===== src/logic/cls_pkg.sv =====
`default_nettype none
package cls_pkg;
    // Data widths
    localparam int WORD_W = 32;
    localparam int DW_W = 64;
    localparam int KEY_W = 8;
    localparam int REG8_W = 8;
    // Local-store geometry
    localparam int LS_AW = 6;
    localparam int LS_DEPTH = 64;
    localparam logic [5:0] XLR_BASE = 6'h38;
    localparam int XLR_NUM = 8;
    localparam int XLR_IW = 3;
    // Address formation fields
    localparam int P_HI_W = 2;
    localparam int IND_LO_W = 4;
    localparam int BASE_HI_W = 4;
    localparam int CW_LO_W = 2;
    // Early control-word fields
    localparam int CW_LS_LO = 0;
    localparam int CW_EXT_LO = 8;
    localparam int CW_EXT_W = 8;
    // Access timing: longest time rounds down
    localparam int CLK_PERIOD_NS = 10;
    localparam int LS_ACCESS_NS = 24;
    localparam int LS_ACCESS_CYC = LS_ACCESS_NS / CLK_PERIOD_NS;
    localparam int LS_READ_LAT = 1;
    // Output buffer toward the external bus-in
    localparam int BUF_DEPTH = 2;
    // Control-word operations seen by this block
    typedef enum logic [2:0] {
        CLS_OP_NONE,
        CLS_OP_LS_READ,
        CLS_OP_LS_WRITE,
        CLS_OP_KEY_WRITE,
        CLS_OP_EXT_READ,
        CLS_OP_EXT_WRITE
    } cls_op_t;
    // Local-store address sources
    typedef enum logic [2:0] {
        CLS_AS_CW,
        CLS_AS_BASE,
        CLS_AS_INDIRECT,
        CLS_AS_SPECIAL,
        CLS_AS_CONSOLE
    } cls_asel_t;
endpackage : cls_pkg
`default_nettype wire


===== src/logic/cls_mem_if.sv =====
`timescale 1ns/100ps
`default_nettype none
interface cls_mem_if;
    logic we;
    logic [cls_pkg::LS_AW-1:0] addr;
    logic [cls_pkg::WORD_W-1:0] wdata;
    logic [cls_pkg::WORD_W-1:0] rdata;
    modport ctrl(output we, output addr, output wdata, input rdata);
    modport mem(input we, input addr, input wdata, output rdata);
endinterface : cls_mem_if
`default_nettype wire


===== src/logic/cls_stack_mem.sv =====
`timescale 1ns/100ps
`default_nettype none
module cls_stack_mem #(
    parameter int DEPTH = cls_pkg::LS_DEPTH
) (
    input wire logic mclk_i,
    input wire logic reset_i,
    cls_mem_if.mem bus
);
    import cls_pkg::*;

    logic [WORD_W-1:0] words [DEPTH];
    logic [WORD_W-1:0] rdata;

    // Write port, no reset on the array
    always_ff @(posedge mclk_i) begin
        if (bus.we) begin
            words[bus.addr] <= bus.wdata;
        end
    end

    // Registered read port
    always_ff @(posedge mclk_i) begin
        if (reset_i) begin
            rdata <= '0;
        end else begin
            rdata <= words[bus.addr];
        end
    end

    assign bus.rdata = rdata;
endmodule : cls_stack_mem
`default_nettype wire


===== src/logic/cls_datapath.sv =====
// How it works
// - Two identical 64-word stacks, A and B, built from one module.
// - Every write goes to the same address in both stacks.
// - Reads fetch both stacks and latch an error on mismatch.
// - A read word appears one cycle after the address, within 24 ns.
// - Address comes from control word, base, indirect, special, console, channel.
// - Extended registers sit at top addresses and feed operand registers.
// - Extended register reads share the path but skip the comparison.
// - Non-storage writes other than key writes go staging register, bus-out assembler, then stacks (local-store write) or bus-in buffer (external write).
// - Word written to stack A is latched and compared with staging data.
// - The same flush-through check covers control-word writes to external facilities, not storage words sent out.
// - Externals receive bus-out data; external data loads operand A.
// - Storage reads always deliver a whole doubleword.
// - A returned doubleword is latched before any word selection.
// - The even or odd word is selected and passed on alone.
// - A data word goes to local store or an external facility.
// - An instruction goes to buffers, extended registers, address adjust.
// - Control-word fields are forwarded early to source assemblers.
// - Backup takes the prime value now, retry the value one cycle older.
// - Staging data leaves on the following control-word cycle.
// - Bus-out assembler takes pre-assembly, key or staging data.
// - Indirect address joins base pointer high bits with the low four indirect bits.
`timescale 1ns/100ps
`default_nettype none
module cls_datapath #(
    parameter int BUF_DEPTH = cls_pkg::BUF_DEPTH
) (
    input wire logic mclk_i,
    input wire logic reset_i,
    input wire logic cw_valid_i,
    input wire cls_pkg::cls_op_t cw_op_i,
    input wire cls_pkg::cls_asel_t addr_sel_i,
    input wire logic [cls_pkg::LS_AW-1:0] cw_addr_i,
    input wire logic [cls_pkg::REG8_W-1:0] base_ptr_i,
    input wire logic [cls_pkg::REG8_W-1:0] indirect_i,
    input wire logic [cls_pkg::REG8_W-1:0] special_br_i,
    input wire logic [cls_pkg::LS_AW-1:0] console_cmd_i,
    input wire logic selch_force_i,
    input wire logic [cls_pkg::LS_AW-1:0] selch_addr_i,
    input wire logic rd_to_b_i,
    input wire logic stage_load_i,
    input wire logic [cls_pkg::WORD_W-1:0] stage_data_i,
    input wire logic [cls_pkg::KEY_W-1:0] key_i,
    input wire logic stor_valid_i,
    input wire logic [cls_pkg::DW_W-1:0] stor_dw_i,
    input wire logic stor_odd_i,
    input wire logic stor_instr_i,
    input wire logic stor_to_ext_i,
    input wire logic addr_adj_req_i,
    input wire logic [cls_pkg::WORD_W-1:0] ext_data_i,
    input wire logic ext_ready_i,
    input wire logic cw_readout_i,
    input wire logic [cls_pkg::WORD_W-1:0] cw_word_i,
    input wire logic [cls_pkg::WORD_W-1:0] prime_i,
    input wire logic err_clear_i,
    output logic cw_ready_o,
    output logic [cls_pkg::WORD_W-1:0] a_reg_o,
    output logic [cls_pkg::WORD_W-1:0] b_reg_o,
    output logic operand_valid_o,
    output logic [cls_pkg::WORD_W-1:0] external_bus_in_o,
    output logic ext_valid_o,
    output logic [cls_pkg::WORD_W-1:0] ibuf_word_o,
    output logic ibuf_valid_o,
    output logic addr_adj_valid_o,
    output logic [cls_pkg::LS_AW-1:0] ls_ctl_asm_o,
    output logic [cls_pkg::CW_EXT_W-1:0] ext_ctl_asm_o,
    output logic [cls_pkg::WORD_W-1:0] backup_o,
    output logic [cls_pkg::WORD_W-1:0] retry_o,
    output logic cmp_err_o,
    output logic ftc_err_o,
    output logic err_report_o
);
    import cls_pkg::*;

    localparam int BUF_PW = (BUF_DEPTH > 1) ? $clog2(BUF_DEPTH) : 1;
    localparam int BUF_CW = $clog2(BUF_DEPTH + 1);

    cls_mem_if mem_if[2] ();

    // Staging, pre-assembly and check registers
    logic [WORD_W-1:0] stage_reg;
    logic [DW_W-1:0] pre_dw;
    logic pre_valid;
    logic pre_odd;
    logic pre_instr;
    logic pre_ext;
    logic pre_adj;
    logic [LS_AW-1:0] pre_addr;
    logic rd_pend;
    logic rd_xlr;
    logic rd_b;
    logic [XLR_IW-1:0] rd_idx;
    logic [WORD_W-1:0] flush_through_latches;
    logic [WORD_W-1:0] ftc_src;
    logic ftc_pend;
    logic [WORD_W-1:0] extended_local_regs [XLR_NUM];

    // Output buffer
    logic [WORD_W-1:0] buf_mem [BUF_DEPTH];
    logic [BUF_PW-1:0] buf_wr;
    logic [BUF_PW-1:0] buf_rd;
    logic [BUF_CW-1:0] buf_cnt;

    // Address formation
    wire logic [LS_AW-1:0] addr_base;
    wire logic [LS_AW-1:0] addr_ind;
    logic [LS_AW-1:0] addr_mux;
    wire logic [LS_AW-1:0] ls_addr;
    assign addr_base = {base_ptr_i[REG8_W-1 -: BASE_HI_W],
                        cw_addr_i[CW_LO_W-1:0]};
    assign addr_ind = {base_ptr_i[REG8_W-1 -: P_HI_W],
                       indirect_i[IND_LO_W-1:0]};

    // Address source selection
    always_comb begin
        unique case (addr_sel_i)
            CLS_AS_CW: addr_mux = cw_addr_i;
            CLS_AS_BASE: addr_mux = addr_base;
            CLS_AS_INDIRECT: addr_mux = addr_ind;
            CLS_AS_SPECIAL: addr_mux = special_br_i[LS_AW-1:0];
            CLS_AS_CONSOLE: addr_mux = console_cmd_i;
            default: addr_mux = cw_addr_i;
        endcase
    end
    assign ls_addr = selch_force_i ? selch_addr_i : addr_mux;

    // Handshake and operation decode
    wire logic buf_in_ready;
    wire logic cw_fire;
    wire logic op_ls_rd;
    wire logic op_ls_wr;
    wire logic op_key_wr;
    wire logic op_ext_rd;
    wire logic op_ext_wr;
    assign buf_in_ready = (buf_cnt != BUF_CW'(BUF_DEPTH));
    assign cw_ready_o = buf_in_ready & ~pre_valid;
    assign cw_fire = cw_valid_i & cw_ready_o;
    assign op_ls_rd = cw_fire & (cw_op_i == CLS_OP_LS_READ);
    assign op_ls_wr = cw_fire & (cw_op_i == CLS_OP_LS_WRITE);
    assign op_key_wr = cw_fire & (cw_op_i == CLS_OP_KEY_WRITE);
    assign op_ext_rd = cw_fire & (cw_op_i == CLS_OP_EXT_READ);
    assign op_ext_wr = cw_fire & (cw_op_i == CLS_OP_EXT_WRITE);

    // Word selection from the latched doubleword
    wire logic [WORD_W-1:0] sel_word;
    wire logic route_data;
    wire logic route_instr;
    assign sel_word = pre_odd ? pre_dw[WORD_W-1:0]
                              : pre_dw[DW_W-1 -: WORD_W];
    assign route_data = pre_valid & ~pre_instr;
    assign route_instr = pre_valid & pre_instr;

    // Bus-out assembler and write steering
    wire logic [WORD_W-1:0] bus_key;
    wire logic [WORD_W-1:0] store_bus_out;
    wire logic ls_we;
    wire logic [LS_AW-1:0] wr_addr;
    wire logic ext_push;
    wire logic from_stage;
    assign bus_key = {{(WORD_W-KEY_W){1'b0}}, key_i};
    assign store_bus_out = pre_valid ? sel_word :
                           op_key_wr ? bus_key : stage_reg;
    assign ls_we = (route_data & ~pre_ext) | op_ls_wr
                   | op_key_wr;
    assign wr_addr = pre_valid ? pre_addr : ls_addr;
    assign ext_push = (route_data & pre_ext) | op_ext_wr;
    assign from_stage = op_ls_wr | op_ext_wr;

    // Duplicate stacks, driven in common
    genvar g;
    generate
        for (g = 0; g < 2; g++) begin : g_stack
            assign mem_if[g].we = ls_we;
            assign mem_if[g].addr = ls_we ? wr_addr : ls_addr;
            assign mem_if[g].wdata = store_bus_out;
            cls_stack_mem #(
                .DEPTH(LS_DEPTH)
            ) u_stack (
                .mclk_i(mclk_i),
                .reset_i(reset_i),
                .bus(mem_if[g])
            );
        end
    endgenerate

    // Read result and comparison
    wire logic [WORD_W-1:0] word_a;
    wire logic [WORD_W-1:0] rd_word;
    wire logic cmp_set;
    wire logic ftc_set;
    wire logic rd_in_xlr;
    assign word_a = mem_if[0].rdata;
    assign rd_word = rd_xlr ? extended_local_regs[rd_idx]
                            : word_a;
    assign cmp_set = rd_pend & ~rd_xlr
                     & (word_a != mem_if[1].rdata);
    assign ftc_set = ftc_pend
                     & (flush_through_latches != ftc_src);
    assign rd_in_xlr = (ls_addr >= XLR_BASE);

    // Staging register
    always_ff @(posedge mclk_i) begin
        if (reset_i) begin
            stage_reg <= '0;
        end else if (stage_load_i) begin
            stage_reg <= stage_data_i;
        end
    end

    // Pre-assembly latches take the whole doubleword
    always_ff @(posedge mclk_i) begin
        if (reset_i) begin
            pre_valid <= 1'b0;
            pre_dw <= '0;
            pre_odd <= 1'b0;
            pre_instr <= 1'b0;
            pre_ext <= 1'b0;
            pre_adj <= 1'b0;
            pre_addr <= '0;
        end else begin
            pre_valid <= stor_valid_i;
            if (stor_valid_i) begin
                pre_dw <= stor_dw_i;
                pre_odd <= stor_odd_i;
                pre_instr <= stor_instr_i;
                pre_ext <= stor_to_ext_i;
                pre_adj <= addr_adj_req_i;
                pre_addr <= ls_addr;
            end
        end
    end

    // Extended local registers loaded by instruction words
    generate
        for (g = 0; g < XLR_NUM; g++) begin : g_xlr
            always_ff @(posedge mclk_i) begin
                if (reset_i) begin
                    extended_local_regs[g] <= '0;
                end else if (route_instr
                             && pre_addr[XLR_IW-1:0] == XLR_IW'(g)) begin
                    extended_local_regs[g] <= sel_word;
                end
            end
        end
    endgenerate

    // Instruction buffer and address-adjust outputs
    always_ff @(posedge mclk_i) begin
        if (reset_i) begin
            ibuf_word_o <= '0;
            ibuf_valid_o <= 1'b0;
            addr_adj_valid_o <= 1'b0;
        end else begin
            ibuf_valid_o <= route_instr;
            addr_adj_valid_o <= route_instr & pre_adj;
            if (route_instr) begin
                ibuf_word_o <= sel_word;
            end
        end
    end

    // Read tracking for the registered stack outputs
    always_ff @(posedge mclk_i) begin
        if (reset_i) begin
            rd_pend <= 1'b0;
            rd_xlr <= 1'b0;
            rd_b <= 1'b0;
            rd_idx <= '0;
        end else begin
            rd_pend <= op_ls_rd;
            if (op_ls_rd) begin
                rd_xlr <= rd_in_xlr;
                rd_b <= rd_to_b_i;
                rd_idx <= ls_addr[XLR_IW-1:0];
            end
        end
    end

    // Operand registers A and B
    always_ff @(posedge mclk_i) begin
        if (reset_i) begin
            a_reg_o <= '0;
            b_reg_o <= '0;
            operand_valid_o <= 1'b0;
        end else begin
            operand_valid_o <= rd_pend | op_ext_rd;
            if (op_ext_rd) begin
                a_reg_o <= ext_data_i;
            end else if (rd_pend && !rd_b) begin
                a_reg_o <= rd_word;
            end
            if (rd_pend && rd_b) begin
                b_reg_o <= rd_word;
            end
        end
    end

    // Flush-through capture of the word sent to stack A or out
    always_ff @(posedge mclk_i) begin
        if (reset_i) begin
            ftc_pend <= 1'b0;
            flush_through_latches <= '0;
            ftc_src <= '0;
        end else begin
            ftc_pend <= from_stage;
            if (from_stage) begin
                flush_through_latches <= mem_if[0].wdata;
                ftc_src <= stage_reg;
            end
        end
    end

    // Sticky errors, a new error wins over the clear
    always_ff @(posedge mclk_i) begin
        if (reset_i) begin
            cmp_err_o <= 1'b0;
            ftc_err_o <= 1'b0;
        end else begin
            cmp_err_o <= cmp_set | (cmp_err_o & ~err_clear_i);
            ftc_err_o <= ftc_set | (ftc_err_o & ~err_clear_i);
        end
    end
    assign err_report_o = cmp_err_o | ftc_err_o;

    // Early forwarding of control-word source fields
    always_ff @(posedge mclk_i) begin
        if (reset_i) begin
            ls_ctl_asm_o <= '0;
            ext_ctl_asm_o <= '0;
        end else if (cw_readout_i) begin
            ls_ctl_asm_o <= cw_word_i[CW_LS_LO +: LS_AW];
            ext_ctl_asm_o <= cw_word_i[CW_EXT_LO +: CW_EXT_W];
        end
    end

    // Backup and retry capture
    always_ff @(posedge mclk_i) begin
        if (reset_i) begin
            backup_o <= '0;
            retry_o <= '0;
        end else begin
            backup_o <= prime_i;
            retry_o <= backup_o;
        end
    end

    // Two-entry buffer toward the external bus-in
    wire logic buf_pop;
    assign buf_pop = ext_valid_o & ext_ready_i;
    assign ext_valid_o = (buf_cnt != '0);
    assign external_bus_in_o = buf_mem[buf_rd];

    always_ff @(posedge mclk_i) begin
        if (reset_i) begin
            buf_wr <= '0;
            buf_rd <= '0;
            buf_cnt <= '0;
        end else begin
            if (ext_push) begin
                buf_wr <= (buf_wr == BUF_PW'(BUF_DEPTH - 1)) ? '0
                          : buf_wr + 1'b1;
            end
            if (buf_pop) begin
                buf_rd <= (buf_rd == BUF_PW'(BUF_DEPTH - 1)) ? '0
                          : buf_rd + 1'b1;
            end
            buf_cnt <= buf_cnt + BUF_CW'(ext_push) - BUF_CW'(buf_pop);
        end
    end

    // Buffer storage
    always_ff @(posedge mclk_i) begin
        if (ext_push) begin
            buf_mem[buf_wr] <= store_bus_out;
        end
    end
endmodule : cls_datapath
`default_nettype wire


===== config.mk =====
export PLATFORM = sky130hd
export DESIGN_NAME = cls_datapath
export DESIGN_NICKNAME = d
export VERILOG_FILES = /design/src/logic/cls_pkg.sv /design/src/logic/cls_mem_if.sv /design/src/logic/cls_stack_mem.sv /design/src/logic/cls_datapath.sv
export SDC_FILE = /design/constraint.sdc
export NUM_CORES = 2
export LEC_CHECK = 0
export ABC_AREA = 1
export BUFFER_PORTS_ARGS = -buffer_cell sky130_fd_sc_hd__buf_2
export CAP_MARGIN = 10
export CORE_MARGIN = 2
export CORE_UTILIZATION = 25
export CTS_CLUSTER_DIAMETER = 60
export DETAILED_ROUTE_END_ITERATION = 6
export SETUP_SLACK_MARGIN = 0.2
export SLEW_MARGIN = 20
export SYNTH_ARGS = -nofsm -noshare
export SYNTH_HDL_FRONTEND = slang
export SYNTH_MEMORY_MAX_BITS = 65536
export SYNTH_SLANG_ARGS = --single-unit

===== constraint.sdc =====
create_clock -name mclk_i -period 4.9 [get_ports mclk_i]
set_input_delay 0.245 -clock mclk_i [delete_from_list [all_inputs] [get_ports mclk_i]]
set_output_delay 0.245 -clock mclk_i [all_outputs]
set_load 0.05 [all_outputs]

==> qor.csv <==
stage,metric,value,unit
critical_path,reg2reg_from,pre_valid$_SDFF_PP0_,
yosys,ys_top_cells_by_area,"edfxtp_1 61%, nand2_1 7.3%, dfxtp_1 6.8%",
clocking,clk_pin_slew,60,ps
yosys,synth_top_family_by_area,simple AND/OR/NAND/NOR gates,
critical_path,r2r_end,g_stack[1].u_stack.words[32][9]$_DFFE_PP_,
yosys,syn_area_per_cell,10.6,um^2
die,start_util,0.251,
clocking,h-tree-depth,5,
yosys,synth_compound_area_frac,0.0432,
global_routing,grt_max_degree,155,
clocking,clock_path_buffers,4,
yosys,synth_area,116000,um^2
critical_path,cp.arrival,5000,ps
timing,worstMarginPinSlew,1130,ps
global_routing,grt_pass1_wl,518,mm
worst_hold_path,holdPathEnd,pre_addr[1]$_SDFFE_PP0P_,
power_and_ir_drop,leakage,55.7,nW
layout,nNetsFinal,12017,
die,io_pins,476,
timing,min_period_over_period,0.907,
power_and_ir_drop,p_per_area,395,nW/um^2
layout,largestRegisters,"g_stack.u_stack.words (2048), extended_local_regs (256)",
yosys,yosys.area_share.simple,0.188,
yosys,synthXorXnorAreaFrac,0.00188,
timing,hold_violations,0,
routing,drt_wl_total,360,mm
yosys,yosys.area.top_type,edfxtp_1,
critical_path,cp.required,5450,ps
yosys,synth_cell_types,43,
layout,fin_cells,18174,
timing,slew_headroom,0.247,
timing,slew_viol_final,0,
status,status,completed,
yosys,synthMuxAreaShare,0.0113,
yosys,synth_seq_cells,2765,
layout,drive_gt1_frac,0.119,
critical_path,crit_path_end_kind,flip-flop,
critical_path,crit_type,flip-flop to flip-flop,
die,die_h,686,um
worst_hold_path,min_path_type,input pin to flip-flop,
yosys,ys_seq_area_frac,0.679,
routing,vias,81121,
yosys,syn-num-nets,11247,
critical_path,cp_max_fo,17,
routing,wl_per_cell,19.8,um
critical_path,rrSetupSlack,450,ps
global_routing,grt_pass1_vias,75368,
routing,first_pass_iters,7,
clocking,cts-root-buf,clkbuf_16,
routing,drt_iter0_drc,9141,
worst_hold_path,min_path_cells,5,
critical_path,rr_worst_depth,10,
routing,final_antenna_net_count,0,
timing,clock.fmax,225,MHz
global_routing,antenna_found_initial,19,
routing,drc,0,
clocking,cts_tree,built,
die,die_w,686,um
layout,fin_util,0.302,
layout,areaGrowthSynthToFinish,20.1,%
place,dp_hpwl,218,mm
clocking,clk_latency,900,ps
place,io_buffers,447,
global_routing,overflow,0,
timing,rsz0062_at_grt,false,
layout,max_flop_register,g_stack.u_stack.words,
critical_path,start_kind,flip-flop,
timing,finalSetupTns,0,ps
clocking,numCtsBuffers,304,
clocking,cts.sinks,2765,
yosys,yosysTopAreaCellShare,0.611,
clocking,cts_setup_buffers,0,
yosys,netlist_instances,10983,
power_and_ir_drop,ir_worst_vdd,0.265,mV
layout,largest_register_ffs,2048,
timing,fin_crit,4450,ps
timing,finClkSkew,77.7,ps
run,cap_violations,0,
worst_hold_path,worstHoldStart,selch_force_i,
yosys,ys_warn_count,0,
place,dpl.cell_count,17376,
yosys,synth_adder_area_share,0.000215,
global_routing,grt_usage,0.147,
die,coreArea,464000,um^2
timing,setup_viol,0,
place,gp_congestion,0.843,
die,row_count,250,
routing,viasPerCell,4.46,
die,die-area,471000,um^2
## report_power, final
group / leakage [nW] / switching (mW) / total, mW / internal (mW)
logic: 25.6 / 5.10 / 6.93 / 1.83
clock network: 4.60 / 9.41 / 21.8 / 12.4
registers: 25.5 / 0.289 / 26.5 / 26.2
total: 55.7 / 14.8 / 55.2 / 40.4
## cell usage in the layout, fill, tap and decap left out, drive strengths merged, types with 6 or more instances in the layout
cell type	Yosys	routed
nand4	9	9
mux2i	96	96
inv	1577	1588
o21ai	622	622
mux2	32	32
or2	70	70
nand3	944	944
a21oi	169	169
nor3	12	12
nand2	2268	2268
dlygate4sd3	0	244
edfxtp	2368	2368
clkinv	1	127
o211ai	96	96
xnor2	24	24
nor2	1120	1120
diode	0	6
a31oi	32	32
bufinv	0	10
buf	334	827
nand3b	514	514
dfxtp	397	397
a22oi	8	8
clkbuf	273	396
## cells by family (layout without fill, tap and decap cells)
kind of cell    Yosys count  in the layout
compound gates          938            938
xor+xnor                 25             25
fa+ha+maj                 2              2
buf+inv                2185           3196
flops                  2765           2765
mux                     128            128
other cells               0              6
simple gates           4940           4940
## synthesized netlist by cell type (all sizes together)
cell type,n
nor3,12
o22ai,1
inv,1577
dfxtp,397
a21oi,169
nand3b,514
o21a,1
edfxtp,2368
xnor2,24
clkbuf,273
a22oi,8
nand2,2268
ha,2
clkinv,1
nand3,944
o2111ai,4
mux2,32
xor2,1
a21boi,1
buf,334
mux2i,96
a211oi,4
o211ai,96
or2,70
nor4,3
nor2,1120
o21ai,622
nand4,9
a31oi,32
## routing by layer
layer | vias up | track usage | part of all wire
li1 | 37858 | - | -
met1 | 39508 | 0.197 | 0.42
met2 | 3174 | 0.240 | 0.47
met3 | 581 | 0.0230 | 0.077
met4 | 0 | 0.0520 | 0.038
met5 | - | 0 | 0
## timing repair
action                                  in CTS  in global routing
hold endpoints to repair                   209                  0
endpoints found under the setup margin       0                  1
hold buffers                               244                  0
resized for setup                            0                  1
## worst max-delay path: stages (launching register included)
cell,delay (ps)
dfxtp_1,440
inv_2,60
nor3_2,530
inv_2,240
or2_2,340
nand2_1,90
nand2_1,200
nor2_4,650
inv_1,530
nor2_4,680
buf_4,310
## how the worst max path moves through the flow
stage                    startpoint                                          to
2_1_floorplan  pre_valid$_SDFF_PP0_    g_stack[1].u_stack.words[2][0]$_DFFE_PP_
3_3_place_gp          addr_sel_i[0]  g_stack[0].u_stack.bus.rdata[0]$_SDFF_PP0_
4_1_cts        pre_valid$_SDFF_PP0_   g_stack[1].u_stack.words[32][9]$_DFFE_PP_
3_5_place_dp   pre_valid$_SDFF_PP0_  g_stack[0].u_stack.bus.rdata[0]$_SDFF_PP0_
5_1_grt        pre_valid$_SDFF_PP0_   g_stack[1].u_stack.words[32][9]$_DFFE_PP_
6_report       pre_valid$_SDFF_PP0_   g_stack[1].u_stack.words[32][9]$_DFFE_PP_
## stage by stage
stage                     worst slack, ps  area, um^2  total power, mW  hold slack [ps]
after CTS                             499      140000             55.4             9.77
final                                 455      140000             55.2             62.6
after global placement                561      128000             33.6              407
after floorplan                       112      116000             30.7              329
after global routing                  377      140000             56.9             60.4
after detailed placement              543      128000             33.7              409
## cell type report
| class | count | area (um^2) |
|---|---|---|
| Antenna cell | 6 | 15.0 |
| Clock buffer | 396 | 8230 |
| Clock inverter | 151 | 1120 |
| Fill cell | 47007 | 324000 |
| Inverter | 1578 | 5940 |
| Multi-Input combinational cell | 6033 | 29400 |
| Sequential cell | 2765 | 79100 |
| Tap cell | 6174 | 7720 |
| Timing Repair Buffer | 1071 | 8290 |
No activity file was read; power rests on OpenSTA's default activity.
